### src/design/pmc_pkg.sv
// Package for the power mode controller: constants and types
package pmc_pkg;
	localparam int unsigned CLK_PERIOD_NS       = 40;
	// Least pulse on a fast external interrupt pin
	localparam int unsigned EXT_WAKE_MIN_NS     = 40;
	localparam int unsigned EXT_WAKE_MIN_CYC    =
		((EXT_WAKE_MIN_NS + CLK_PERIOD_NS - 1) / CLK_PERIOD_NS) < 1 ? 1 :
		((EXT_WAKE_MIN_NS + CLK_PERIOD_NS - 1) / CLK_PERIOD_NS);
	localparam int unsigned PD_VARIANT_BIT      = 5;
	localparam int unsigned NUM_FAST_EXT        = 8;
	localparam logic [7:0]  EXT_ENABLE_RST      = 8'h00;
	localparam logic [7:0]  EXT_POLARITY_RST    = 8'hff;

	typedef enum logic [4:0] {
		PMC_RUN     = 5'b0_0001,
		PMC_DRAIN   = 5'b0_0010,
		PMC_IDLE    = 5'b0_0100,
		PMC_PD_PROT = 5'b0_1000,
		PMC_PD_INT  = 5'b1_0000
	} pmc_state_e;

	typedef enum logic [1:0] {
		PMC_REQ_NONE = 2'h0,
		PMC_REQ_IDLE = 2'h1,
		PMC_REQ_PD   = 2'h2
	} pmc_req_e;
endpackage

### src/design/pmc_power_mode_controller.sv
// Power mode controller: idle, power-down entry/exit and clock reference choice
`timescale 1ns/1ns
module pmc_power_mode_controller
#(
	parameter int unsigned N_EXT = pmc_pkg::NUM_FAST_EXT
)
(
	input  wire logic             i_clk,
	input  wire logic             i_rst,
	input  wire logic             i_idle_instr,
	input  wire logic             i_power_down_instruction,
	input  wire logic [15:0]      i_system_config_register,
	input  wire logic             i_regulator_off_bit,
	input  wire logic             i_bus_busy,
	input  wire logic             i_ready_enable,
	input  wire logic             i_ready_polarity,
	input  wire logic             i_ready_pin,
	input  wire logic             i_bus_access_done,
	input  wire logic             i_nmi_pin_n,
	input  wire logic [N_EXT-1:0] i_fast_ext_interrupt_pin,
	input  wire logic [N_EXT-1:0] i_fast_ext_enable,
	input  wire logic [N_EXT-1:0] i_fast_ext_active_high,
	input  wire logic             i_irq_any,
	input  wire logic             i_rtc_irq,
	input  wire logic             i_can_irq,
	input  wire logic             i_i2c_irq,
	input  wire logic             i_rtc_enable,
	input  wire logic             i_lp_osc_running,
	input  wire logic             i_lp_ref_disable,
	input  wire logic             i_return_from_interrupt_instruction,
	output logic                  o_cpu_halt,
	output logic                  o_periph_hold,
	output logic                  o_clk_stop,
	output logic                  o_wdt_hold,
	output logic                  o_main_osc_stop,
	output logic                  o_rtc_ref_lp,
	output logic                  o_rtc_run,
	output logic                  o_entry_refused,
	output logic                  o_wake_irq_service,
	output logic                  o_regulator_off_missing,
	output logic                  o_idle,
	output logic                  o_power_down
);

	typedef struct packed {
		pmc_pkg::pmc_state_e st;
		pmc_pkg::pmc_req_e   req;
		logic                variant_int;
		logic                ready_seen;
		logic                lp_ref;
		logic                refused;
		logic                wake_svc;
		logic                reg_missing;
		logic [N_EXT-1:0]    ext_meta;
		logic [N_EXT-1:0]    ext_sync;
		logic [1:0]          nmi_meta;
		logic [1:0]          lp_meta;
		logic [1:0]          rdy_meta;
	} pmc_state_s;

	pmc_state_s s_r;
	pmc_state_s s_nxt;

	logic [N_EXT-1:0] ext_active;
	logic             ext_wake;
	logic             ready_act;
	logic             entry_ok;

	// Level of a pin after polarity, so one test serves the ready pin and every fast external pin
	function automatic logic pmc_active(input logic lvl, input logic act_high);
		pmc_active = act_high ? lvl : ~lvl;
	endfunction

	always_comb
	begin
		for (int i = 0; i < N_EXT; i++)
		begin
			ext_active[i] = i_fast_ext_enable[i]
				& pmc_active(s_r.ext_sync[i], i_fast_ext_active_high[i]);
		end
		ext_wake  = |ext_active;
		ready_act = pmc_active(s_r.rdy_meta[1], i_ready_polarity);
		entry_ok  = ~i_ready_enable | s_r.ready_seen;
	end

	always_comb
	begin
		s_nxt          = s_r;
		s_nxt.refused  = 1'b0;
		s_nxt.wake_svc = 1'b0;
		s_nxt.ext_meta = i_fast_ext_interrupt_pin;
		s_nxt.ext_sync = s_r.ext_meta;
		s_nxt.nmi_meta = {s_r.nmi_meta[0], i_nmi_pin_n};
		s_nxt.lp_meta  = {s_r.lp_meta[0], i_lp_osc_running};
		s_nxt.rdy_meta = {s_r.rdy_meta[0], i_ready_pin};

		// Ready must be seen active during any bus access since reset; once seen it stays set
		if (i_bus_busy && ready_act)
		begin
			s_nxt.ready_seen = 1'b1;
		end
		else if (i_bus_access_done && !i_bus_busy)
		begin
			s_nxt.ready_seen = s_r.ready_seen;
		end
		if (i_bus_busy && !s_r.ready_seen && s_r.st == pmc_pkg::PMC_RUN)
		begin
			s_nxt.ready_seen = ready_act;
		end

		if (i_lp_ref_disable)
		begin
			s_nxt.lp_ref = 1'b0;
		end
		else if (s_r.lp_meta[1])
		begin
			s_nxt.lp_ref = 1'b1;
		end

		unique case (s_r.st)
			pmc_pkg::PMC_RUN:
			begin
				if (i_idle_instr || i_power_down_instruction)
				begin
					s_nxt.req = i_power_down_instruction ? pmc_pkg::PMC_REQ_PD
						: pmc_pkg::PMC_REQ_IDLE;
					s_nxt.variant_int =
						i_system_config_register[pmc_pkg::PD_VARIANT_BIT];
					s_nxt.reg_missing = i_power_down_instruction & ~i_regulator_off_bit;
					s_nxt.st = pmc_pkg::PMC_DRAIN;
				end
			end
			pmc_pkg::PMC_DRAIN:
			begin
				if (!i_bus_busy)
				begin
					s_nxt.st  = pmc_pkg::PMC_RUN;
					s_nxt.req = pmc_pkg::PMC_REQ_NONE;
					if (!entry_ok)
					begin
						s_nxt.refused = 1'b1;
					end
					else if (s_r.req == pmc_pkg::PMC_REQ_IDLE)
					begin
						s_nxt.st = pmc_pkg::PMC_IDLE;
					end
					else if (!s_r.variant_int)
					begin
						if (!s_r.nmi_meta[1])
						begin
							s_nxt.st = pmc_pkg::PMC_PD_PROT;
						end
						else
						begin
							s_nxt.refused = 1'b1;
						end
					end
					else
					begin
						if (!ext_wake)
						begin
							s_nxt.st = pmc_pkg::PMC_PD_INT;
						end
						else
						begin
							s_nxt.refused = 1'b1;
						end
					end
				end
			end
			pmc_pkg::PMC_IDLE:
			begin
				if (i_irq_any)
				begin
					s_nxt.st       = pmc_pkg::PMC_RUN;
					s_nxt.wake_svc = 1'b1;
				end
			end
			pmc_pkg::PMC_PD_PROT:
			begin
				s_nxt.st = pmc_pkg::PMC_PD_PROT;
			end
			pmc_pkg::PMC_PD_INT:
			begin
				if (ext_wake || i_rtc_irq || i_can_irq || i_i2c_irq)
				begin
					s_nxt.st       = pmc_pkg::PMC_RUN;
					s_nxt.wake_svc = 1'b1;
				end
			end
		endcase
	end

	always_ff @(posedge i_clk or posedge i_rst)
	begin
		if (i_rst)
		begin
			s_r             <= '0;
			s_r.st          <= pmc_pkg::PMC_RUN;
			s_r.req         <= pmc_pkg::PMC_REQ_NONE;
			s_r.nmi_meta    <= 2'h3;
		end
		else
		begin
			s_r <= s_nxt;
		end
	end

	logic pd;
	logic idle;
	logic return_from_interrupt_instruction_seen;

	// Outputs decode the registered state, except o_rtc_run, which follows i_rtc_enable directly
	always_comb
	begin
		pd   = (s_r.st == pmc_pkg::PMC_PD_PROT)
			|| (s_r.st == pmc_pkg::PMC_PD_INT);
		idle = (s_r.st == pmc_pkg::PMC_IDLE);

		// Interrupt return only matters to the CPU, not to the halt decode
		return_from_interrupt_instruction_seen = i_return_from_interrupt_instruction;

		o_cpu_halt    = idle | pd;

		o_periph_hold = pd;
		o_clk_stop    = pd;
		o_wdt_hold    = pd;

		// main osc stops with 32 kHz reference
		// main osc kept when it is the only reference
		o_main_osc_stop = pd & s_r.lp_ref;
		o_rtc_ref_lp    = s_r.lp_ref;

		o_rtc_run       = i_rtc_enable;

		// Single-cycle event pulses
		o_entry_refused    = s_r.refused;
		o_wake_irq_service = s_r.wake_svc;

		o_regulator_off_missing = s_r.reg_missing;

		// Mode levels
		o_idle       = idle;
		o_power_down = pd;
	end

endmodule

### config.mk
export PLATFORM = sky130hd
export DESIGN_NAME = pmc_power_mode_controller
export DESIGN_NICKNAME = d
export VERILOG_FILES = /design/src/design/pmc_pkg.sv /design/src/design/pmc_power_mode_controller.sv
export SDC_FILE = /design/constraint.sdc
export NUM_CORES = 1
export LEC_CHECK = 0
export ABC_AREA = 1
export BUFFER_PORTS_ARGS = -buffer_cell sky130_fd_sc_hd__buf_2
export CAP_MARGIN = 20
export CORE_MARGIN = 2
export CORE_UTILIZATION = 45
export DETAILED_ROUTE_END_ITERATION = 7
export PLACE_DENSITY = 0.81
export SLEW_MARGIN = 10
export SYNTH_ARGS = -nofsm -noshare
export SYNTH_HDL_FRONTEND = slang
export SYNTH_SLANG_ARGS = --single-unit
export TNS_END_PERCENT = 100
### constraint.sdc
create_clock -name i_clk -period 1.75 [get_ports i_clk]
set_input_delay 0.35 -clock i_clk [delete_from_list [all_inputs] [get_ports i_clk]]
set_output_delay 0.35 -clock i_clk [all_outputs]
set_load 0.01 [all_outputs]
# --- Word level (Yosys, flattened, before mapping) ---
# Cells that the tools add are included.
word_totals:
  reg_bits: 35
  latchBits: 0
  ramBits: 0
  rom_bits: 0
  in_bits: 59
  out_inout_bits: 12
  word_cells: 97
  memories: 0
classes:
  n_addsub: 0
  mul: 0
  div_mod_pow: 0
  n_lt_le_gt_ge: 0
  eq_ne: 10
  n_shift: 0
  mux: 35
  bitwise: 23
  reduce_logical: 16
ops:
  columns: ["cell", "count"]
  rows:
  - ["5-bit 2-to-1 mux", 6]
  - ["5-bit one-hot mux with 5 select lines", 1]
  - ["1-bit 2-to-1 mux", 22]
  - ["1-bit NOT", 11]
  - ["1-bit bitwise AND", 10]
  - ["8-bit 2-to-1 mux", 1]
  - ["8-bit OR reduction", 1]
  - ["7-bit 2-to-1 mux", 1]
  - ["2-bit inequality test (second input constant)", 3]
  - ["2-bit nonzero test", 3]
  - ["5-bit by 1-bit == test with 1-bit output (second input constant)", 1]
  - ["5-bit by 2-bit == test with 1-bit output (second input constant)", 1]
  - ["5-bit by 3-bit == test with 1-bit output (second input constant)", 1]
  - ["5-bit by 4-bit == test with 1-bit output (second input constant)", 1]
  - ["5-bit == test (second input constant)", 1]
  - ["1-bit logical OR", 5]
  - ["4-bit 2-to-1 mux", 1]
  - ["2-bit one-hot mux with 2 select lines", 1]
  - ["4-bit AND reduction", 1]
  - ["1-bit logical AND", 3]
  - ["3-bit AND reduction", 1]
  - ["2-bit by 1-bit == test with 1-bit output (second input constant)", 1]
  - ["2-bit 2-to-1 mux", 1]
  - ["2-bit by 1-bit inequality test with 1-bit output (second input constant)", 1]
  - ["other kinds (4)", 5]

# --- Logic depth before layout (Yosys ltp) ---
# Gate-level depths: netlist of the first run.
depth:
  ltp_word: 10
  depth_mapped: 12
  ltp_nobuf: 12

# --- Worst setup path before layout of the first run ---
# No wires, ideal clock.
synth_timing:
  path_kind: "register to output"
  start: "register s_r[31] (netlist bit)"
  end: "output o_main_osc_stop"
  arrival_ps: 1272
  t_required_ps: 1400
  slack_ps: 128
  stages_incl_launch_ff: 8
  path_buffers: 0
  path_cell_list: "dfrtp_1 > inv_1 > nand2_1 > nor4_2 > inv_1 > nand2_1 > inv_1 > nor2_1"
synth_between:
  elab_chain_cells: 3
  word_cells_on_any_way: 4
  classes_between: "eq/ne: 2; bitwise: 1; reduce/logical: 1"
synth_rtl:
  columns: ["item", "line", "source"]
  rows:
  - ["start: declaration", "pmc_power_mode_controller.sv:61", "pmc_state_s s_r;"]
  - ["start signal: assignment", "pmc_power_mode_controller.sv:205", "s_r <= s_nxt;"]
  - ["5-bit by 4-bit == test with 1-bit output / 5-bit == test (equally long branches)", "pmc_power_mode_controller.sv:216, pmc_power_mode_controller.sv:217", null]
  - ["1-bit logical OR (*)", "pmc_power_mode_controller.sv:217", "|| (s_r.st == pmc_pkg::PMC_PD_INT);"]
  - ["net o_clk_stop", "pmc_power_mode_controller.sv:33", "output logic o_clk_stop,"]
  - ["1-bit bitwise AND (*)", "pmc_power_mode_controller.sv:231", "o_main_osc_stop = pd & s_r.lp_ref;"]
  - ["end: declaration", "pmc_power_mode_controller.sv:35", "output logic o_main_osc_stop,"]
# Mark *: on every way through the listed nets, which the timed path passes. The rest lies on a longest branch.

# --- Final worst setup path of the first run ---
layout_timing:
  start: "register s_r[32] (netlist bit)"
  end: "output o_clk_stop"
layout_between:
  elab_chain_cells: 2
  word_cells_on_any_way: 3
  classes_between: "eq/ne: 2; reduce/logical: 1"
layout_rtl:
  columns: ["item", "line"]
  rows:
  - ["5-bit by 4-bit == test with 1-bit output / 5-bit == test (equally long branches)", "pmc_power_mode_controller.sv:216, pmc_power_mode_controller.sv:217"]
  - ["1-bit logical OR (*)", "pmc_power_mode_controller.sv:217"]
  - ["end: declaration", "pmc_power_mode_controller.sv:33"]
# Mark *: on every way between the ends. The rest lies on a longest branch, timed or not.

==> results of run 1 <==
## power by group
| group | total, mW | switching, mW | internal [mW] | leakage [nW] |
|---|---|---|---|---|
| Combinational | 0.664 | 0.398 | 0.267 | 0.629 |
| Sequential | 1.00 | 0.0779 | 0.925 | 0.415 |
| Clock | 0.400 | 0.244 | 0.156 | 0.0293 |
## synth_stat cells, drive strengths merged
cell / number
dfrtp: 32
o21ai: 4
inv: 39
nor2: 14
dfstp: 3
nand2: 45
buf: 4
nor4: 3
o31ai: 2
nand3: 11
a21oi: 2
xor2: 1
nor3: 5
nand4: 2
o22ai: 1
## worst paths after layout
check / endpoint / slack, ps / cells past startpoint
worst max-delay path: o_clk_stop / -200 / 5
worst min-delay path: s_r[3]$_DFF_PP0_ / 80 / 3
worst max register to register: s_r[30]$_DFFE_PP1P_ / 160 / 10
worst min register to register: s_r[3]$_DFF_PP0_ / 350 / 0
max in group asynchronous: s_r[5]$_DFF_PP1_ / 1330 / 3
min in group i_clk: s_nxt[5]$_DFF_PP1_ / 110 / 1
## metal layers
| metal | vias up | part of all wire (%) | track usage, % | wire length [um] |
|---|---|---|---|---|
| li1 | 623 | - | - | - |
| met1 | 571 | 41 | 18.83 | 1146 |
| met2 | 36 | 50 | 29.94 | 1387 |
| met3 | 6 | 6.9 | 7.773 | 192 |
| met4 | 0 | 2.3 | 9.119 | 63 |
| met5 | - | 0 | 0 | 0 |
## state kept, by name, summed over array words and instances (netlist names)
signal,flops
o_regulator_off_missing,1
o_rtc_ref_lp,1
s_r,20
s_nxt,11
o_wake_irq_service,1
o_entry_refused,1
## through the flow
step	cell area (sq um)	utilization [%]	power, mW	setup TNS (ps)	std cells
after global routing	1929	62.18	2.215	-1617	273
final	1929	62.18	2.067	-1117	273
after detailed placement	1794	57.82	1.589	0	263
after global placement	1794	57.82	1.570	0	263
after floorplan	1484	-	1.408	0	168
after CTS	1902	61.29	2.065	-1064	272
## layout make-up
type | instances | area share, %
multi-input cells | 90 | 24.51
inverters | 39 | 7.588
well taps | 44 | 2.853
clock buffers | 7 | 2.335
clock inverters | 1 | 0.2594
flip-flops and latches | 35 | 45.72
repair buffers | 57 | 16.73
## kinds of logic after synthesis
family / share of synthesized area [%]
buffers and inverters: 11.89
xor gates and xnor gates: 0.5903
AOI/OAI and AO/OA: 3.710
and+or+nand+nor: 24.54
DFF: 59.28
## worst max-delay path, delay by kind of cell, from the launching register on
family / cells / cell delay [ps]
simple gates: 2 / 420
flops: 1 / 470
buf+inv: 3 / 370
## timing repair
action                                  in CTS  in global routing
pin swaps                                    3                  1
gates cloned                                 0                  0
endpoints found under the setup margin       6                  7
resized for setup                           13                  4
setup buffers                                1                  1
==> results.sh, run 1 <==
export IMPL_status="complete, but fails checks"
export IMPL_violations="setup timing"
export IMPL_start_util_pct=47.82
export IMPL_worst_setup_path_start_kind="register"
export IMPL_cap_violations=0
export IMPL_syn_inst=168
export IMPL_core_area_sq_mm=0.003103
export IMPL_startpoint="s_r[32]$_DFFE_PP0P_"
export IMPL_fillerInstances=297
export IMPL_fin_ws_ps=-197.3
export IMPL_syn_area_per_cell_sq_um=8.833
export IMPL_multiInputGateArea_sq_um=473.0
export IMPL_gp_congestion=0.7525
export IMPL_layout_common_cells="buf_2 (48), nand2_1 (40), inv_1 (36)"
export IMPL_drt_iter0_markers=46
export IMPL_drv_slew=0
export IMPL_ys_seq_area_share_pct=59.27
export IMPL_nets=287
export IMPL_tritoncts="yes"
export IMPL_grt_overflow=0
export IMPL_grt_max_degree=36
export IMPL_die_h_um=61.43
export IMPL_regArea_sq_um=882.1
export IMPL_layout_commonest_cell="buf_2"
export IMPL_diodes=0
export IMPL_vias=1236
export IMPL_cp_arrival_ps=1600
export IMPL_clkSinkCount=35
export IMPL_numCtsBuffers=5
export IMPL_vias_per_cell=4.527
export IMPL_avgRoutedWirePerCell_um=10.22
export IMPL_dp_slack_ps=69.86
export IMPL_max_stage_delay_ps=470
export IMPL_cellLeakagePower_nw=1.073
export IMPL_port_buffers=51
export IMPL_synth_cell_types=20
export IMPL_dr_pass1_iters=4
export IMPL_fin_skew_ps=10.55
export IMPL_peakVddDrop_mv=0.6946
export IMPL_min_path_type="input port to async pin"
export IMPL_rr_startpoint="s_r[30]$_DFFE_PP1P_"
export IMPL_layout_min_cycle_time_ps=1947
export IMPL_routed_wl_um=2789
export IMPL_setup_violations=6
export IMPL_ys_warn_count=0
export IMPL_drc_errors=0
export IMPL_first_global_vias=1120
export IMPL_p_per_area_mw_per_mm2=1072
export IMPL_grt_pass1_wl_um=4526
export IMPL_max_slew_worst_pin_slew_ps=408.8
export IMPL_relSlewSlack_pct=72.75
export IMPL_num_rows=20
export IMPL_synth_area_leader_cell="dfrtp_1"
export IMPL_syn_area_sq_mm=0.001484
export IMPL_crit_type="register to output port"
export IMPL_drt_antenna_violating_nets=0
export IMPL_crit_required_ps=1400
export IMPL_hold_viol_final=0
export IMPL_cp_max_fo=4
export IMPL_synth_fp_nets=227
export IMPL_io_pins=71
export IMPL_clk_latency_ps=330
export IMPL_cts_hold_buf=0
export IMPL_ctsRootBufferMaster="clkbuf_4"
export IMPL_endpoint_kind="output port"
export IMPL_yosysTopAreaCellShare_pct=53.96
export IMPL_clk_pin_slew_worst_paths_ps=100
export IMPL_ys_top_cells_by_area="dfrtp_1 (54%), nand2_1 (11%), inv_1 (9.9%), dfstp_2 (5.3%), nand3_1 (3.7%)"
export IMPL_cts_htree_levels=2
export IMPL_hpwl_um=2057
export IMPL_synthToLayoutAreaGrowth_pct=30.02
export IMPL_ctsLongestPathBuffers=2
export IMPL_fin_crit_sh_pct=111.3
export IMPL_rsz0062_at_grt="yes"
export IMPL_die_area_sq_mm=0.003773
export IMPL_fmax_mhz=513.5
export IMPL_whs_ps=77.87
export IMPL_antenna_found_initial=0
export IMPL_drive_above_1_share_pct=35.81
export IMPL_grt_usage_pct=17.73
export IMPL_ys_seq_elements=35
export IMPL_crit_path_top_delay_cell="dfrtp_2"
export IMPL_crit_chain="nor4_4, inv_1, nand2_2, buf_4, buf_2"
export IMPL_fp_dieW_um=61.43
No activity file was read; power rests on OpenSTA's default activity.
==> inputs of run 2 (changes only) <==
--- a/config.mk
+++ b/config.mk
@@ -12,6 +12,7 @@
 export CORE_UTILIZATION = 45
 export DETAILED_ROUTE_END_ITERATION = 7
 export PLACE_DENSITY = 0.81
+export SETUP_SLACK_MARGIN = 0.15
 export SLEW_MARGIN = 10
 export SYNTH_ARGS = -nofsm -noshare
 export SYNTH_HDL_FRONTEND = slang
==> run 2 against run 1 <==
  * The flow still finishes with violations (setup timing)
  * Total power increased by 13%
  * Wire length grew 2.8%
  * Combinational power grew 14%
  * Global-route usage shrank 0.089 points
  * Register-to-register slack got worse by 300 ps
  * Worst hold slack gained 7.8 ps
  * Maximum frequency decreased by 0.70%
  * Critical path depth is 3 higher
  * Non-clock buffer count is 7 higher
  * Flip-flop and latch count is the same
  * Core utilization is 3.5 points higher
  * Cell area is 5.6% higher
  * Highest routed layer unchanged
==> results.sh, run 2 (synthesis gave the netlist of run 1 again) <==
export IMPL_status="complete, but fails checks"
export IMPL_violations="setup timing"
export IMPL_p_per_area_mw_per_mm2=1150
export IMPL_nets=294
export IMPL_grt_usage_pct=17.64
export IMPL_grt_max_degree=36
export IMPL_routed_wl_um=2866
export IMPL_synthToLayoutAreaGrowth_pct=37.35
export IMPL_io_pins=71
export IMPL_vias_per_cell=4.436
export IMPL_crit_type="register to output port"
export IMPL_diodes=0
export IMPL_crit_required_ps=1400
export IMPL_drive_above_1_share_pct=39.83
export IMPL_drc_errors=0
export IMPL_crit_path_top_delay_cell="dfrtp_1"
export IMPL_worstReg2RegEnd="s_r[30]$_DFFE_PP1P_"
export IMPL_cts_hold_buf=0
export IMPL_layout_min_cycle_time_ps=1961
export IMPL_vias=1242
export IMPL_r2r_setup_slack_ps=-140
export IMPL_setup_violations=7
export IMPL_ctsLongestPathBuffers=2
export IMPL_utilization_pct=65.69
export IMPL_ctsRootBufferMaster="clkbuf_4"
export IMPL_critPathTopFamily="simple AND/OR/NAND/NOR gates"
export IMPL_crit_top_cell="inv_2"
export IMPL_numCtsBuffers=5
export IMPL_dr_pass1_iters=4
export IMPL_cellLeakagePower_nw=1.135
export IMPL_clk_pin_slew_worst_paths_ps=100
export IMPL_worst_setup_path_start_kind="register"
export IMPL_cp_max_fo=3
export IMPL_regMostFlops="s_r"
export IMPL_port_buffers=51
export IMPL_die_area_sq_mm=0.003773
export IMPL_startpoint="s_r[31]$_DFFE_PP0P_"
export IMPL_max_stage_delay_ps=410
export IMPL_fp_dieW_um=61.43
export IMPL_start_util_pct=47.82
export IMPL_rr_startpoint="s_r[31]$_DFFE_PP0P_"
export IMPL_fmax_mhz=509.9
export IMPL_clkSinkCount=35
export IMPL_hold_viol_final=0
export IMPL_endpoint_kind="output port"
export IMPL_dpl_cell_area_sq_mm=0.001789
export IMPL_largest_reg_flops=20
export IMPL_drv_slew=0
export IMPL_layout_commonest_cell="buf_2"
export IMPL_cts_htree_levels=2
export IMPL_cp_arrival_ps=1610
export IMPL_cp_num_cells=8
export IMPL_fin_ws_ps=-211.1
export IMPL_tritoncts="yes"
export IMPL_fin_skew_ps=6.000
export IMPL_max_slew_worst_pin_slew_ps=416.4
export IMPL_cap_violations=0
export IMPL_layout_common_cells="buf_2 (46), nand2_1 (39), inv_1 (34)"
export IMPL_core_area_sq_mm=0.003103
export IMPL_crit_end="o_main_osc_stop"
export IMPL_avgRoutedWirePerCell_um=10.24
export IMPL_die_h_um=61.43
export IMPL_fin_crit_sh_pct=112.1
export IMPL_clk_latency_ps=330
export IMPL_antenna_found_initial=0
export IMPL_num_rows=20
export IMPL_dp_slack_ps=85.80
export IMPL_crit_chain="inv_2, nand2_4, nor4_4, inv_2, nand2_2, inv_2, nor2_1, buf_2"
export IMPL_relSlewSlack_pct=72.24
export IMPL_drt_iter0_markers=26
export IMPL_grt_overflow=0
export IMPL_peakVddDrop_mv=0.6618
export IMPL_rsz0062_at_grt="yes"
export IMPL_first_global_vias=1174
export IMPL_grt_pass1_wl_um=4698
export IMPL_rr_worst_depth=15
export IMPL_design_area_sq_mm=0.002038
export IMPL_gp_congestion=0.7939
export IMPL_hpwl_um=1955
export IMPL_critPathBufInv=4
export IMPL_drt_antenna_violating_nets=0
export IMPL_min_path_type="input port to async pin"
## run 2: worst register-to-register path: stages, from the launching register on
cell	delay, ps
dfrtp_1	410
inv_2	80
nand2_4	70
nor4_4	300
inv_2	80
buf_4	140
buf_6	110
buf_6	110
buf_6	100
buf_6	100
buf_6	100
nand2_2	70
inv_2	30
nand2_1	50
nand2_1	40
nand2_1	50
## run 2: layout make-up
type                            instances  area (sq um)
Clock buffer                            6         51.30
Clock inverter                          2         35.03
Fill cell                             262          1065
Inverter                               39         146.4
Multi-Input combinational cell         90         462.9
Sequential cell                        35         880.8
Tap cell                               44         55.05
Timing Repair Buffer                   64         406.6
## run 2: timing repair
| action | in CTS | in global routing |
|---|---|---|
| pin swaps | 1 | 7 |
| endpoints found under the setup margin | 7 | 15 |
| buffers inserted | 8 | 2 |
| resized for setup | 17 | 8 |
## run 2: layer usage
metal	vias up	share of wire [%]	wire length, um	global-route usage [%]
li1	639	-	-	-
met1	550	40	1152	20.08
met2	43	49	1411	29.79
met3	10	7.3	209	6.513
met4	0	3.2	93	7.903
met5	-	0	0	0
## run 2: per-stage QoR
stage	instances	TNS, ps	total power, mW	hold slack [ps]
after floorplan	168	0	1.409	331.2
after global placement	262	0	1.572	331.9
after detailed placement	262	0	1.585	334.7
after CTS	278	-1171	2.253	86.63
after global routing	280	-2255	2.488	83.67
final	280	-1293	2.344	85.64
## run 2: report_power, final
group / leakage [nW] / internal (mW) / switching [mW]
combinational: 0.670 / 0.339 / 0.419
sequential: 0.416 / 0.924 / 0.0688
clock: 0.0482 / 0.337 / 0.255
## run 2: worst min path at each step
stage / start / end
floorplan: s_nxt[10]$_DFF_PP0_ / s_r[10]$_DFF_PP0_
global placement: s_nxt[10]$_DFF_PP0_ / s_r[10]$_DFF_PP0_
detailed placement: s_nxt[11]$_DFF_PP0_ / s_r[11]$_DFF_PP0_
CTS: i_rst / s_r[3]$_DFF_PP0_
global route: i_nmi_pin_n / s_nxt[5]$_DFF_PP1_
finish: i_rst / s_nxt[10]$_DFF_PP0_
==> inputs of run 3 (changes only) <==
--- a/config.mk
+++ b/config.mk
@@ -9,9 +9,9 @@
 export BUFFER_PORTS_ARGS = -buffer_cell sky130_fd_sc_hd__buf_2
 export CAP_MARGIN = 20
 export CORE_MARGIN = 2
-export CORE_UTILIZATION = 45
+export CORE_UTILIZATION = 49
 export DETAILED_ROUTE_END_ITERATION = 7
-export PLACE_DENSITY = 0.81
+export PLACE_DENSITY = 0.87
 export SETUP_SLACK_MARGIN = 0.15
 export SLEW_MARGIN = 10
 export SYNTH_ARGS = -nofsm -noshare
==> constraint.sdc (replaced) <==
create_clock -name i_clk -period 2.4 [get_ports i_clk]
set_input_delay 0.48 -clock i_clk [delete_from_list [all_inputs] [get_ports i_clk]]
set_output_delay 0.48 -clock i_clk [all_outputs]
set_load 0.01 [all_outputs]
==> run 3 against run 2 <==
  * The run now ends clean
  * Clock power down 52%
  * Core utilization about the same
  * Sequential share of layout area up 4.6 points
  * Die area down 7.6%
  * Global-route usage up 1.1 points
  * Critical path type unchanged
  * Largest power group unchanged
==> results.sh, run 3 (synthesis gave the netlist of run 1 again) <==
export IMPL_endpoint_kind="output port"
export IMPL_routed_wl_um=2694
export IMPL_largest_reg_flops=20
export IMPL_hpwl_um=2144
export IMPL_fin_ws_ps=278.5
export IMPL_cellLeakagePower_nw=1.044
export IMPL_vias=1211
export IMPL_core_area_sq_mm=0.002805
export IMPL_avgRoutedWirePerCell_um=10.52
export IMPL_grt_max_degree=36
export IMPL_rsz0062_at_grt="no"
export IMPL_utilization_pct=65.70
export IMPL_regMostFlops="s_r"
export IMPL_drt_iter0_markers=10
export IMPL_cp_arrival_ps=1640
export IMPL_cap_violations=0
export IMPL_grt_usage_pct=18.79
export IMPL_status="complete, no violations"
export IMPL_layout_common_cells="buf_2 (51), nand2_1 (41), inv_1 (37)"
export IMPL_diodes=0
export IMPL_io_pins=71
export IMPL_crit_required_ps=1920
export IMPL_vias_per_cell=4.730
export IMPL_dp_slack_ps=422.9
export IMPL_max_stage_delay_ps=460
export IMPL_port_buffers=51
export IMPL_dpl_cell_area_sq_mm=0.001755
export IMPL_p_per_area_mw_per_mm2=785.1
export IMPL_fin_skew_ps=7.102
export IMPL_layout_min_cycle_time_ps=2122
export IMPL_crit_chain="inv_2, nor4_4, inv_1, nand2_2, inv_1, nand2_1, buf_2"
export IMPL_dr_pass1_iters=4
export IMPL_whs_ps=223.2
export IMPL_start_util_pct=52.90
export IMPL_drt_antenna_violating_nets=0
export IMPL_ctsRootBufferMaster="clkbuf_4"
export IMPL_grt_overflow=0
export IMPL_worst_setup_path_start_kind="register"
export IMPL_clk_latency_ps=330
export IMPL_layout_commonest_cell="buf_2"
export IMPL_crit_path_top_delay_cell="dfrtp_1"
export IMPL_gp_congestion=0.7814
export IMPL_nets=283
export IMPL_clkSinkCount=35
export IMPL_clk_pin_slew_worst_paths_ps=90
export IMPL_design_area_sq_mm=0.001843
export IMPL_first_global_vias=1145
export IMPL_max_slew_worst_pin_slew_ps=413.6
export IMPL_tritoncts="yes"
export IMPL_drc_errors=0
export IMPL_grt_pass1_wl_um=4540
export IMPL_min_path_type="input port to async pin"
export IMPL_cts_hold_buf=0
export IMPL_crit_top_cell="inv_1"
export IMPL_relSlewSlack_pct=72.43
export IMPL_peakVddDrop_mv=0.5620
export IMPL_fmax_mhz=471.4
export IMPL_drv_slew=0
export IMPL_fin_crit_sh_pct=88.40
export IMPL_cp_max_fo=5
export IMPL_crit_type="register to output port"
export IMPL_die_h_um=59.03
export IMPL_synthToLayoutAreaGrowth_pct=24.20
export IMPL_fp_dieW_um=59.03
export IMPL_numCtsBuffers=5
export IMPL_ctsLongestPathBuffers=2
export IMPL_num_rows=19
export IMPL_drive_above_1_share_pct=33.33
export IMPL_hold_viol_final=0
export IMPL_setup_violations=0
export IMPL_antenna_found_initial=0
export IMPL_fin_tns_setup_ps=0
export IMPL_die_area_sq_mm=0.003485
export IMPL_cts_htree_levels=2
[run 3: cell count changes in the layout (fill, tap and decap cells not counted), moves of 2 or more]
| cell | previous run | this run |
|---|---|---|
| clkbuf_1 | 0 | 3 |
| buf_6 | 11 | 0 |
| nand2_1 | 39 | 41 |
| buf_4 | 7 | 2 |
| inv_2 | 5 | 2 |
| inv_1 | 34 | 37 |
| buf_2 | 46 | 51 |
[run 3: stage by stage]
step                      instances  power [mW]
after detailed placement        247       1.144
final                           256       1.447
after floorplan                 168       1.026
after global placement          247       1.127
after global routing            256       1.554
after CTS                       255       1.455
[run 3: metal layers]
layer / up-vias / share of wire, % / track usage (%)
met5: - / 0 / 0
met4: 0 / 2.4 / 10.71
met3: 6 / 6.1 / 6.550
met2: 38 / 52 / 32.38
met1: 550 / 39 / 19.85
li1: 617 / - / -
[run 3: timing repair]
item                       in CTS  in global routing
resized for setup               5                  4
buffers inserted                0                  1
setup endpoints to repair       2                  2
pin swaps                       2                  1
[run 3: power by group]
| group | switching, mW | leakage, nW | internal (mW) |
|---|---|---|---|
| sequential | 0.0540 | 0.415 | 0.674 |
| combinational | 0.270 | 0.603 | 0.164 |
| clock | 0.169 | 0.0265 | 0.117 |
| total | 0.492 | 1.04 | 0.955 |
[run 3: final cells by class]
cell class	count	area [sq um]
tap	31	38.79
timing repair buffer	53	270.3
clock buffer	8	48.80
multi-input combinational	90	456.7
sequential	35	882.1
fill	239	962.2
inverter	39	146.4
[run 3: path summary, 6_finish.rpt]
path,start,endpoint,slack (ps),depth (start not counted)
worst max-delay path,s_r[34]$_DFFE_PP0P_,o_cpu_halt,280,7
worst min-delay path,i_rst,s_nxt[7]$_DFF_PP0_,220,3
worst max register to register,s_r[32]$_DFFE_PP0P_,s_r[34]$_DFFE_PP0P_,860,10
worst min register to register,s_nxt[6]$_DFF_PP0_,s_r[6]$_DFF_PP0_,360,0
max in group asynchronous,i_rst,s_nxt[5]$_DFF_PP1_,1840,3
min in group i_clk,i_nmi_pin_n,s_nxt[5]$_DFF_PP1_,250,1
[run 3: critical path, delay by kind of cell (launching register included)]
family | cells | cell delay (ps)
buf+inv | 4 | 400
flops | 1 | 460
simple gates | 3 | 460
